`src/pkg/bcu_pkg.sv`:
```
// package: constants, field positions and state types of the buffered channel command unit
// Summary of operation
// - answer every instruction within four microseconds
// - reply when operation possible, else reject
// - busy rejects buffered start, direct input, output
// - protect fault on request returns reject
// - device reject on direct passes reject
// - function selector and target enable/disable interrupt
// - function with target bit clears pending interrupt
// - interrupt raised at block end when enabled
// - protected buffer rejects unprotected control instructions
// - protect fault sets status word bit
// - select field upper five, device lower eleven
// - drive zero channel-select indication to devices
// - continue flag forces direct input or output
// - four consecutive codes pick the operation
// - five-bit field: continue flag plus hex digit
// - direct input presents address, returns device word
// - terminate stops buffer, returns current address
// - status request returns operating conditions word
// - current address returned, buffer keeps running
// - buffered words moved over storage access bus
// - connect device, drive read or write strobe
// - sixteen-bit path to up to eight devices
// - word at first pointer gives block end
// - per-word strobe, device reject retries word forever
// - status bits ready busy irq eoo fault rej rep
// - busy during block transfer and direct operation
package bcu_pkg;
	// ****************************************************************
	// timing
	// ****************************************************************
	localparam int CLK_PERIOD_NS = 10;
	localparam int ANSWER_TIME_NS = 4000;
	// longest time: rounds down
	localparam int ANSWER_CYCLES = ANSWER_TIME_NS / CLK_PERIOD_NS;
	// leave room for the answer stage around the device wait
	localparam int DEV_WAIT_CYCLES = ANSWER_CYCLES - 8;
	// ****************************************************************
	// field positions
	// ****************************************************************
	localparam int CONT_BIT = 15;
	localparam int W_LO_MSB = 14;
	localparam int W_LO_LSB = 11;
	localparam int SEL_BIT = 15;
	localparam int TGT_BIT = 0;
	localparam int ST_READY = 0;
	localparam int ST_BUSY = 1;
	localparam int ST_IRQ = 2;
	localparam int ST_EOO = 4;
	localparam int ST_PFAULT = 6;
	localparam int ST_DREJ = 8;
	localparam int ST_DREP = 9;
	// ****************************************************************
	// register map and reset values
	// ****************************************************************
	localparam logic [3:0] REG_STATUS = 4'h0;
	localparam logic [3:0] REG_CUR_ADDR = 4'h4;
	localparam logic [3:0] REG_CONFIG = 4'h8;
	localparam logic [3:0] BASE_CODE_RESET = 4'h2;
	localparam logic [15:0] WORD_ZERO = 16'h0000;
	localparam logic [15:0] WORD_ONE = 16'h0001;
	// ****************************************************************
	// types
	// ****************************************************************
	typedef enum logic [1:0] {
		OP_DIRECT = 2'b00,
		OP_TERM_FUNC = 2'b01,
		OP_STATUS_BOUT = 2'b10,
		OP_ADDR_BIN = 2'b11
	} bcu_op_t;
	typedef enum logic [1:0] {
		H_IDLE = 2'b00,
		H_WAIT = 2'b01,
		H_ANS = 2'b11
	} bcu_host_state_t;
	typedef enum logic [2:0] {
		E_IDLE = 3'b000,
		E_PTR = 3'b001,
		E_MEM = 3'b011,
		E_DEV = 3'b010,
		E_GAP = 3'b110,
		E_DIR = 3'b111
	} bcu_eng_state_t;
endpackage

```
`src/rtl/bcu_op_decode.sv`:
```
// module: channel-select field decoder
`timescale 1ns/1ps
module bcu_op_decode (
	input wire logic [15:0] q_i,
	input wire logic [3:0] base_i,
	output logic mine_o,
	output bcu_pkg::bcu_op_t op_o
);
	wire cont_w;
	wire [3:0] w_low;
	wire [3:0] diff_w;
	wire in_range_w;
	assign cont_w = q_i[bcu_pkg::CONT_BIT];
	assign w_low = q_i[bcu_pkg::W_LO_MSB:bcu_pkg::W_LO_LSB];
	assign diff_w = w_low - base_i;
	// four consecutive codes from the configured base, none above code F
	assign in_range_w = (w_low >= base_i) && (diff_w[3:2] == 2'b00);
	assign mine_o = cont_w | in_range_w;
	// continue flag: always a direct transfer, direction from the instruction
	assign op_o = cont_w ? bcu_pkg::OP_DIRECT : bcu_pkg::bcu_op_t'(diff_w[1:0]);
endmodule

```
`src/rtl/bcu_wb_regs.sv`:
```
// module: classic wishbone register slave
`timescale 1ns/1ps
module bcu_wb_regs (
	input wire logic clk_i,
	input wire logic rst_i,
	input wire logic ce_i,
	input wire logic wb_cyc_i,
	input wire logic wb_stb_i,
	input wire logic wb_we_i,
	input wire logic [3:0] wb_adr_i,
	input wire logic [3:0] wb_sel_i,
	input wire logic [31:0] wb_dat_i,
	input wire logic [15:0] status_i,
	input wire logic [15:0] cur_addr_i,
	output logic [31:0] wb_dat_o,
	output logic wb_ack_o,
	output logic [3:0] base_code_o
);
	logic [31:0] wb_dat_reg;
	logic wb_ack_reg;
	logic [3:0] base_reg;
	wire access_w;
	wire [31:0] rd_mux_w;
	assign access_w = wb_cyc_i & wb_stb_i & ~wb_ack_reg;
	// unmapped offsets read zero and are still acknowledged
	assign rd_mux_w = (wb_adr_i == bcu_pkg::REG_STATUS) ? {16'h0000, status_i} :
		(wb_adr_i == bcu_pkg::REG_CUR_ADDR) ? {16'h0000, cur_addr_i} :
		(wb_adr_i == bcu_pkg::REG_CONFIG) ? {28'h000_0000, base_reg} : 32'h0000_0000;
	always_ff @(posedge clk_i) begin
		if (rst_i) begin
			wb_ack_reg <= 1'b0;
			wb_dat_reg <= 32'h0000_0000;
			base_reg <= bcu_pkg::BASE_CODE_RESET;
		end else if (ce_i) begin
			wb_ack_reg <= access_w;
			if (access_w && !wb_we_i) begin
				wb_dat_reg <= rd_mux_w;
			end
			if (access_w && wb_we_i && wb_sel_i[0] && wb_adr_i == bcu_pkg::REG_CONFIG) begin
				base_reg <= wb_dat_i[3:0];
			end
		end
	end
	assign wb_dat_o = wb_dat_reg;
	assign wb_ack_o = wb_ack_reg;
	assign base_code_o = base_reg;
endmodule

```
`src/rtl/bcu_channel.sv`:
```
// module: buffered channel command unit top level
`timescale 1ns/1ps
module bcu_channel (
	input wire logic clk_i,
	input wire logic rst_i,
	input wire logic ce_i,
	input wire logic host_req_i,
	input wire logic host_read_i,
	input wire logic [15:0] host_addr_i,
	input wire logic [15:0] host_data_i,
	input wire logic host_protect_i,
	input wire logic host_pfault_i,
	output logic host_reply_o,
	output logic host_reject_o,
	output logic [15:0] host_data_o,
	output logic host_irq_o,
	output logic [15:0] dev_addr_o,
	output logic [15:0] dev_wdata_o,
	input wire logic [15:0] dev_rdata_i,
	output logic dev_rd_o,
	output logic dev_wr_o,
	input wire logic dev_reply_i,
	input wire logic dev_reject_i,
	output logic dev_wzero_o,
	output logic mem_req_o,
	output logic mem_we_o,
	output logic [15:0] mem_addr_o,
	output logic [15:0] mem_wdata_o,
	input wire logic [15:0] mem_rdata_i,
	input wire logic mem_ack_i,
	input wire logic mem_fault_i,
	input wire logic wb_cyc_i,
	input wire logic wb_stb_i,
	input wire logic wb_we_i,
	input wire logic [3:0] wb_adr_i,
	input wire logic [3:0] wb_sel_i,
	input wire logic [31:0] wb_dat_i,
	output logic [31:0] wb_dat_o,
	output logic wb_ack_o
);
	// ****************
	// state
	// ****************
	bcu_pkg::bcu_host_state_t hst_reg;
	bcu_pkg::bcu_eng_state_t est_reg;
	logic host_reply_reg, host_reject_reg, irq_en_reg, irq_pend_reg, eoo_reg, pf_reg, buf_prot_reg;
	logic buf_active_reg, buf_in_reg, dev_rd_reg, dev_wr_reg, dev_wzero_reg, mem_req_reg, mem_we_reg;
	logic last_rep_reg, last_rej_reg, done_pulse_reg, fault_pulse_reg, op_mine;
	logic [15:0] host_data_reg, cur_reg, end_reg, dev_addr_reg, dev_wdata_reg, mem_addr_reg, mem_wdata_reg;
	logic [8:0] wait_cnt_reg;
	logic [15:0] status_w;
	// ****************
	// decode and request qualification
	// ****************
	bcu_pkg::bcu_op_t op_code;
	logic [3:0] base_code;
	bcu_op_decode u_decode (
		.q_i(host_addr_i),
		.base_i(base_code),
		.mine_o(op_mine),
		.op_o(op_code)
	);
	wire new_req_w, eng_busy_w, prot_block_w, is_direct_w, is_start_w, rej_busy_w, rej_prot_w, rej_now_w;
	wire go_direct_w, go_buffer_w, do_term_w, do_func_w, dir_hit_w, out_dir_w;
	wire [15:0] ans_data_w, cur_inc_w;
	// requests for other channels are left unanswered; the host rejects them itself
	assign new_req_w = (hst_reg == bcu_pkg::H_IDLE) && host_req_i && op_mine;
	assign eng_busy_w = (est_reg != bcu_pkg::E_IDLE);
	assign prot_block_w = buf_active_reg & buf_prot_reg & ~host_protect_i;
	assign is_direct_w = (op_code == bcu_pkg::OP_DIRECT);
	assign is_start_w = !host_read_i && (op_code == bcu_pkg::OP_STATUS_BOUT || op_code == bcu_pkg::OP_ADDR_BIN);
	assign rej_busy_w = eng_busy_w && (is_direct_w || is_start_w);
	assign rej_prot_w = !is_direct_w && !is_start_w && prot_block_w;
	assign rej_now_w = host_pfault_i | rej_busy_w | rej_prot_w;
	assign go_direct_w = new_req_w & ~rej_now_w & is_direct_w;
	assign go_buffer_w = new_req_w & ~rej_now_w & is_start_w;
	assign do_term_w = new_req_w & ~rej_now_w & host_read_i & (op_code == bcu_pkg::OP_TERM_FUNC);
	assign do_func_w = new_req_w & ~rej_now_w & ~host_read_i & (op_code == bcu_pkg::OP_TERM_FUNC);
	// status code on input reads the status word, the other codes the current address
	assign ans_data_w = (op_code == bcu_pkg::OP_STATUS_BOUT) ? status_w : cur_reg;
	assign dir_hit_w = dev_reply_i | dev_reject_i | (wait_cnt_reg == 9'(bcu_pkg::DEV_WAIT_CYCLES - 1));
	assign cur_inc_w = cur_reg + bcu_pkg::WORD_ONE;
	assign out_dir_w = ~buf_in_reg;
	always_comb begin
		status_w = bcu_pkg::WORD_ZERO;
		status_w[bcu_pkg::ST_READY] = 1'b1;
		status_w[bcu_pkg::ST_BUSY] = eng_busy_w;
		status_w[bcu_pkg::ST_IRQ] = irq_pend_reg;
		status_w[bcu_pkg::ST_EOO] = eoo_reg;
		status_w[bcu_pkg::ST_PFAULT] = pf_reg;
		status_w[bcu_pkg::ST_DREJ] = last_rej_reg;
		status_w[bcu_pkg::ST_DREP] = last_rep_reg;
	end
	// ****************
	// host answer sequencer
	// ****************
	always_ff @(posedge clk_i) begin
		if (rst_i) begin
			hst_reg <= bcu_pkg::H_IDLE;
			host_reply_reg <= 1'b0;
			host_reject_reg <= 1'b0;
			host_data_reg <= bcu_pkg::WORD_ZERO;
		end else if (ce_i) begin
			case (hst_reg)
				bcu_pkg::H_IDLE: begin
					if (new_req_w) begin
						if (rej_now_w) begin
							host_reject_reg <= 1'b1;
							hst_reg <= bcu_pkg::H_ANS;
						end else if (is_direct_w) begin
							hst_reg <= bcu_pkg::H_WAIT;
						end else begin
							host_reply_reg <= 1'b1;
							host_data_reg <= ans_data_w;
							hst_reg <= bcu_pkg::H_ANS;
						end
					end
				end
				bcu_pkg::H_WAIT: begin
					if (dir_hit_w) begin
						host_reply_reg <= dev_reply_i;
						host_reject_reg <= ~dev_reply_i;
						host_data_reg <= dev_rdata_i;
						hst_reg <= bcu_pkg::H_ANS;
					end
				end
				bcu_pkg::H_ANS: begin
					if (!host_req_i) begin
						host_reply_reg <= 1'b0;
						host_reject_reg <= 1'b0;
						hst_reg <= bcu_pkg::H_IDLE;
					end
				end
				default: begin
					hst_reg <= bcu_pkg::H_IDLE;
				end
			endcase
		end
	end
	// ****************
	// interrupt, protect and status flags
	// ****************
	always_ff @(posedge clk_i) begin
		if (rst_i) begin
			irq_en_reg <= 1'b0;
			irq_pend_reg <= 1'b0;
			eoo_reg <= 1'b0;
			pf_reg <= 1'b0;
			buf_prot_reg <= 1'b0;
		end else if (ce_i) begin
			if (do_func_w && host_data_i[bcu_pkg::TGT_BIT]) begin
				irq_en_reg <= host_data_i[bcu_pkg::SEL_BIT];
			end
			// set wins over the clear of the same cycle
			if (done_pulse_reg && irq_en_reg) begin
				irq_pend_reg <= 1'b1;
			end else if (do_func_w && host_data_i[bcu_pkg::TGT_BIT]) begin
				irq_pend_reg <= 1'b0;
			end
			if (done_pulse_reg) begin
				eoo_reg <= 1'b1;
			end else if (go_buffer_w) begin
				eoo_reg <= 1'b0;
			end
			if ((new_req_w && host_pfault_i) || fault_pulse_reg) begin
				pf_reg <= 1'b1;
			end else if (go_buffer_w) begin
				pf_reg <= 1'b0;
			end
			if (go_buffer_w) begin
				buf_prot_reg <= host_protect_i;
			end else if (!buf_active_reg) begin
				buf_prot_reg <= 1'b0;
			end
		end
	end
	// ****************
	// transfer engine: direct word and buffered block
	// ****************
	always_ff @(posedge clk_i) begin
		if (rst_i) begin
			est_reg <= bcu_pkg::E_IDLE;
			buf_active_reg <= 1'b0;
			buf_in_reg <= 1'b0;
			cur_reg <= bcu_pkg::WORD_ZERO;
			end_reg <= bcu_pkg::WORD_ZERO;
			dev_addr_reg <= bcu_pkg::WORD_ZERO;
			dev_wdata_reg <= bcu_pkg::WORD_ZERO;
			dev_rd_reg <= 1'b0;
			dev_wr_reg <= 1'b0;
			dev_wzero_reg <= 1'b0;
			mem_req_reg <= 1'b0;
			mem_we_reg <= 1'b0;
			mem_addr_reg <= bcu_pkg::WORD_ZERO;
			mem_wdata_reg <= bcu_pkg::WORD_ZERO;
			wait_cnt_reg <= 9'h000;
			last_rep_reg <= 1'b0;
			last_rej_reg <= 1'b0;
			done_pulse_reg <= 1'b0;
			fault_pulse_reg <= 1'b0;
		end else if (ce_i) begin
			dev_wzero_reg <= 1'b1;
			done_pulse_reg <= 1'b0;
			fault_pulse_reg <= 1'b0;
			if (do_term_w) begin
				// abort whatever word is in flight; the address stays as it was
				est_reg <= bcu_pkg::E_IDLE;
				buf_active_reg <= 1'b0;
				dev_rd_reg <= 1'b0;
				dev_wr_reg <= 1'b0;
				mem_req_reg <= 1'b0;
			end else begin
				case (est_reg)
					bcu_pkg::E_IDLE: begin
						if (go_direct_w) begin
							dev_addr_reg <= host_addr_i;
							dev_wdata_reg <= host_data_i;
							dev_rd_reg <= host_read_i;
							dev_wr_reg <= ~host_read_i;
							wait_cnt_reg <= 9'h000;
							est_reg <= bcu_pkg::E_DIR;
						end else if (go_buffer_w) begin
							dev_addr_reg <= host_addr_i;
							buf_in_reg <= (op_code == bcu_pkg::OP_ADDR_BIN);
							buf_active_reg <= 1'b1;
							cur_reg <= host_data_i + bcu_pkg::WORD_ONE;
							mem_addr_reg <= host_data_i;
							mem_we_reg <= 1'b0;
							mem_req_reg <= 1'b1;
							est_reg <= bcu_pkg::E_PTR;
						end
					end
					bcu_pkg::E_DIR: begin
						wait_cnt_reg <= wait_cnt_reg + 9'h001;
						if (dir_hit_w) begin
							dev_rd_reg <= 1'b0;
							dev_wr_reg <= 1'b0;
							last_rep_reg <= dev_reply_i;
							last_rej_reg <= ~dev_reply_i;
							est_reg <= bcu_pkg::E_IDLE;
						end
					end
					bcu_pkg::E_PTR: begin
						if (mem_ack_i) begin
							mem_req_reg <= 1'b0;
							end_reg <= mem_rdata_i;
							if (mem_fault_i) begin
								fault_pulse_reg <= 1'b1;
								buf_active_reg <= 1'b0;
								est_reg <= bcu_pkg::E_IDLE;
							end else if (mem_rdata_i == cur_reg) begin
								// empty block ends at once
								done_pulse_reg <= 1'b1;
								buf_active_reg <= 1'b0;
								est_reg <= bcu_pkg::E_IDLE;
							end else if (out_dir_w) begin
								mem_addr_reg <= cur_reg;
								mem_req_reg <= 1'b1;
								est_reg <= bcu_pkg::E_MEM;
							end else begin
								dev_rd_reg <= 1'b1;
								est_reg <= bcu_pkg::E_DEV;
							end
						end
					end
					bcu_pkg::E_MEM: begin
						if (mem_ack_i) begin
							mem_req_reg <= 1'b0;
							mem_we_reg <= 1'b0;
							if (mem_fault_i) begin
								fault_pulse_reg <= 1'b1;
								buf_active_reg <= 1'b0;
								est_reg <= bcu_pkg::E_IDLE;
							end else if (out_dir_w) begin
								dev_wdata_reg <= mem_rdata_i;
								dev_wr_reg <= 1'b1;
								est_reg <= bcu_pkg::E_DEV;
							end else begin
								cur_reg <= cur_inc_w;
								if (cur_inc_w == end_reg) begin
									done_pulse_reg <= 1'b1;
									buf_active_reg <= 1'b0;
									est_reg <= bcu_pkg::E_IDLE;
								end else begin
									dev_rd_reg <= 1'b1;
									est_reg <= bcu_pkg::E_DEV;
								end
							end
						end
					end
					bcu_pkg::E_DEV: begin
						if (dev_reply_i) begin
							dev_rd_reg <= 1'b0;
							dev_wr_reg <= 1'b0;
							last_rep_reg <= 1'b1;
							last_rej_reg <= 1'b0;
							if (buf_in_reg) begin
								mem_addr_reg <= cur_reg;
								mem_wdata_reg <= dev_rdata_i;
								mem_we_reg <= 1'b1;
								mem_req_reg <= 1'b1;
								est_reg <= bcu_pkg::E_MEM;
							end else begin
								cur_reg <= cur_inc_w;
								if (cur_inc_w == end_reg) begin
									done_pulse_reg <= 1'b1;
									buf_active_reg <= 1'b0;
									est_reg <= bcu_pkg::E_IDLE;
								end else begin
									mem_addr_reg <= cur_inc_w;
									mem_req_reg <= 1'b1;
									est_reg <= bcu_pkg::E_MEM;
								end
							end
						end else if (dev_reject_i) begin
							// the same word is offered again, storage is not re-read
							dev_rd_reg <= 1'b0;
							dev_wr_reg <= 1'b0;
							last_rep_reg <= 1'b0;
							last_rej_reg <= 1'b1;
							est_reg <= bcu_pkg::E_GAP;
						end
					end
					bcu_pkg::E_GAP: begin
						dev_rd_reg <= buf_in_reg;
						dev_wr_reg <= out_dir_w;
						est_reg <= bcu_pkg::E_DEV;
					end
					default: begin
						est_reg <= bcu_pkg::E_IDLE;
					end
				endcase
			end
		end
	end
	// ****************
	// register slave and outputs
	// ****************
	bcu_wb_regs u_regs (
		.clk_i(clk_i),
		.rst_i(rst_i),
		.ce_i(ce_i),
		.wb_cyc_i(wb_cyc_i),
		.wb_stb_i(wb_stb_i),
		.wb_we_i(wb_we_i),
		.wb_adr_i(wb_adr_i),
		.wb_sel_i(wb_sel_i),
		.wb_dat_i(wb_dat_i),
		.status_i(status_w),
		.cur_addr_i(cur_reg),
		.wb_dat_o(wb_dat_o),
		.wb_ack_o(wb_ack_o),
		.base_code_o(base_code)
	);
	assign host_reply_o = host_reply_reg;
	assign host_reject_o = host_reject_reg;
	assign host_data_o = host_data_reg;
	assign host_irq_o = irq_pend_reg;
	assign dev_addr_o = dev_addr_reg;
	assign dev_wdata_o = dev_wdata_reg;
	assign dev_rd_o = dev_rd_reg;
	assign dev_wr_o = dev_wr_reg;
	assign dev_wzero_o = dev_wzero_reg;
	assign mem_req_o = mem_req_reg;
	assign mem_we_o = mem_we_reg;
	assign mem_addr_o = mem_addr_reg;
	assign mem_wdata_o = mem_wdata_reg;
endmodule

```
`config.mk`:
```
export PLATFORM = sky130hd
export DESIGN_NAME = bcu_channel
export DESIGN_NICKNAME = d
export VERILOG_FILES = /design/src/pkg/bcu_pkg.sv /design/src/rtl/bcu_op_decode.sv /design/src/rtl/bcu_wb_regs.sv /design/src/rtl/bcu_channel.sv
export SDC_FILE = /design/constraint.sdc
export NUM_CORES = 1
export LEC_CHECK = 0
export BUFFER_PORTS_ARGS = -buffer_cell sky130_fd_sc_hd__buf_2
export CORE_ASPECT_RATIO = 1.2
export CORE_MARGIN = 2
export CORE_UTILIZATION = 30
export CTS_CLUSTER_DIAMETER = 60
export DETAILED_ROUTE_END_ITERATION = 16
export PLACE_DENSITY_LB_ADDON = 0.2
export SETUP_SLACK_MARGIN = 0.3
export SLEW_MARGIN = 40
export SYNTH_ARGS = -nofsm -noshare
export SYNTH_HDL_FRONTEND = slang
export SYNTH_SLANG_ARGS = --single-unit
```
`constraint.sdc`:
```
create_clock -name clk_i -period 6 [get_ports clk_i]
set_input_delay 1.2 -clock clk_i [delete_from_list [all_inputs] [get_ports clk_i]]
set_output_delay 1.2 -clock clk_i [all_outputs]
set_load 0.02 [all_outputs]
```
==> summary.txt <==
Floorplanning
  – Row cnt: 71
  – Core area: 0.0313 sq mm
  – IO Count: 239
  – Die Ht: 199 microns
  – Die area: 0.0331 sq mm
  – DIE WIDTH: 166 microns
  – Initial core utilization: 30.3%

Drt
  – Routed vias: 9,388
  – Pre-Repair DR Iteration Count: 6
  – Starting DRT DRC Count: 730
  – WL/cell: 19.9 microns
  – Drt via density: 5.43
  – Drc violations: 0
  – Final WL: 34,400 microns
  – Detail Route Antenna Nets: 0

Final layout
  – Antenna cells: 0
  – Most common cell after layout, fill and taps aside: buf_2
  – Layout cells sized above 1: 21.4%
  – Fill count: 3,282
  – Layout Utilization: 36.2%
  – Commonest cells after routing, fill and taps aside: buf_2 (190), dfxtp_1 (165), nor2_1 (151), nand2_1 (119), a21oi_1 (82)
  – # nets final: 1,443
  – Final std cells w/o fill: 1,730
  – Synth-to-layout area growth: 19.4%

Global routing
  – Vias in the first global route: 8,907
  – Global-route wire length before repair: 52,000 microns
  – Total track usage: 20.3%
  – Grt total ovfl: 0
  – Largest net degree at the start of global routing: 98
  – Initial antenna violation count: 0

Clock network
  – Post-CTS sizing: 0
  – Clk buf depth: 2
  – CTS tree: done
  – Insertion delay to the later sink of the worst-skew pair: 440 ps
  – Clock slew at reported path FFs: 70 ps
  – CTS root buf: clkbuf_16
  – Inserted Clock Buffers: 17
  – TritonCTS Sinks: 165
  – H-tree lvl count: 4
  – Hold buffer count at CTS: 0
  – Post-CTS Setup Bufs: 0

STA
  – Final Hold Viols: 0
  – RSZ-0062 raised after global routing: false
  – Post-layout min period: 4530 ps
  – Max Freq: 221 MHz
  – Worst setup margin: 1470 ps
  – Worst-Margin Slew: 857 ps
  – Hold WS: 452 ps
  – Final max-slew violation count: 0
  – Worst Skew: 17.3 ps
  – Finish-stage setup viols: 0
  – Final setup TNS: 0 ps
  – Max-slew headroom: 42.8%
  – Final Cycle Share: 75.5%

Setup path
  – Worst-case reg-to-reg path depth: 8
  – Cell Chain, Critical Path: buf_2, inv_1, ha_1, inv_1, fa_1, or2_1, a21o_1, a211o_1, o311ai_1, or4_1, a21oi_1, o221a_2
  – Worst Path Required: 6330 ps
  – Critical Path AT: 4860 ps
  – Critical Path Sink: cur_reg[9]
  – Reg2Reg Capture Point: mem_addr_o[5]
  – Critical Path Max Stage Delay: 720 ps
  – Worst reg-to-reg setup slack: 1850 ps
  – CP max FO: 18
  – Crit Path Class: input pin to flip-flop
  – Worst r2r src: cur_reg[0]
  – Critical path launch point type: input pin
  – Levels on crit path: 12
  – CP delay by family, top: compound AO/OA/AOI/OAI gates
  – CP startpoint: host_addr_i[11]
  – Crit path top cell by count: inv_1
  – Critical Path End Type: flip-flop
  – Crit path buf inv count: 3
  – Critical path's slowest cell: or4_1

Synth
  – Asr flop ratio synth: 0%
  – Register bit total from synthesis: 165
  – EDFF count, synth: 0
  – Gate Count Post-Synth: 1,180
  – Cell Area, Synth: 0.00949 sq mm
  – Sequential share of the synthesized area: 34.8%
  – Synthesized area per cell: 8.04 sq um
  – Yosys Warn Count: 0
  – Synth cell types: 86
  – Top FF cell, synth: dfxtp_1

Run status
  – Outcome: finished, final reports clean

Power
  – VDD IR max: 0.138 mV
  – PwrDens: 243 mW/mm^2
  – Pleak: 0.00450 uW

Placed design
  – Worst slack, placed: 970 ps
  – GPL Wtd Cong: 0.937
  – DP Wirelength: 25,300 microns
  – DP Cell Count: 1,698
  – Port Buffers: 191

Min path
  – Min-Delay Path Class: flip-flop to flip-flop

Run
  – Max Cap Viol: 0
==> through the flow <==
| step | instance area [sq um] | total power, uW |
|---|---|---|
| after detailed placement | 10700 | 1600 |
| after global placement | 10700 | 1600 |
| after floorplan | 9540 | 1450 |
| after global routing | 11300 | 2870 |
| after CTS | 11300 | 2790 |
| final | 11300 | 2760 |
==> power by group <==
part / leakage, uW / switching [uW] / internal, uW
Combinational: 0.00287 / 273 / 140
Sequential: 0.00133 / 38.7 / 1130
Clock: 0.000301 / 470 / 709
==> logic make-up (layout without fill, tap and decap cells) <==
kind of cell | Yosys count | count (layout) | synth area share [%]
adder cells (fa/ha/maj) | 8 | 8 | 1.13
XOR/XNOR | 52 | 52 | 4.80
AND/OR/NAND/NOR | 459 | 459 | 23.4
AO/OA/AOI/OAI | 287 | 287 | 21.4
other | 1 | 16 | 0.0395
multiplexers | 78 | 78 | 8.26
buffers and inverters | 130 | 264 | 6.20
flip-flops | 165 | 165 | 34.8
==> area by class of cell <==
class                           instances  area (sq um)  area share, %
Multi-Input combinational cell        900          5710           50.4
Clock buffer                           20           447           3.94
Sequential cell                       165          3300           29.2
Tap cell                              401           502           4.43
Clock inverter                         11           176           1.56
Timing Repair Buffer                  208          1100           9.68
Inverter                               25          93.8          0.828
==> metal layers <==
metal | GRT usage, % | part of all wire, % | wire length [microns] | vias up
met1 | 24.4 | 41 | 14200 | 4457
met5 | 0 | 0 | 0 | -
met3 | 3.44 | 5.7 | 1970 | 63
met4 | 9.58 | 4.1 | 1400 | 0
li1 | - | - | - | 4519
met2 | 35.5 | 49 | 16800 | 349
==> worst min-delay path, stage by stage, from the launching register on <==
cell	delay (ps)
dfxtp_1	300
nand2_1	50
a21oi_1	50
==> cells in the mapped netlist, types with 4 or more instances <==
cell type / number / area [sq um]
a221oi_1: 10 / 87.6
nand2_1: 121 / 454
o32ai_1: 6 / 52.6
nand4_1: 18 / 113
and2_1: 4 / 25.0
a31o_2: 4 / 35.0
or4_1: 4 / 30.0
nor2b_1: 8 / 50.1
xnor2_1: 24 / 210
clkbuf_1: 66 / 248
or3_1: 5 / 31.3
mux2i_1: 76 / 761
a21oi_1: 83 / 415
o211ai_1: 6 / 45.0
buf_1: 5 / 18.8
nand2b_1: 5 / 31.3
o22ai_1: 4 / 25.0
o211a_1: 4 / 40.0
nor3_1: 47 / 235
buf_2: 14 / 70.1
dfxtp_1: 165 / 3300
o31ai_1: 5 / 37.5
buf_4: 18 / 135
and3_1: 11 / 68.8
nor2_1: 153 / 574
a31oi_1: 18 / 113
a211oi_1: 25 / 188
xor2_1: 28 / 245
ha_1: 7 / 87.6
nor3b_1: 4 / 30.0
a21o_1: 11 / 82.6
a22oi_1: 11 / 82.6
a311oi_1: 11 / 96.3
o21ai_0: 37 / 185
nand3b_1: 5 / 37.5
a211oi_2: 12 / 150
nand3_1: 34 / 170
nor4_1: 14 / 87.6
inv_1: 24 / 90.1
==> worst min path at each step <==
stage                     from              end  slack (ps)  cells past startpoint
5_1_grt          dev_addr_o[3]    dev_addr_o[3]         470                      2
3_5_place_dp     dev_addr_o[3]    dev_addr_o[3]         450                      2
3_3_place_gp     dev_addr_o[8]    dev_addr_o[8]         440                      2
2_1_floorplan  fault_pulse_reg  fault_pulse_reg         440                      2
4_1_cts          dev_addr_o[3]    dev_addr_o[3]         450                      2
6_report         dev_addr_o[3]    dev_addr_o[3]         450                      2
(Power assumes the default switching activity.)
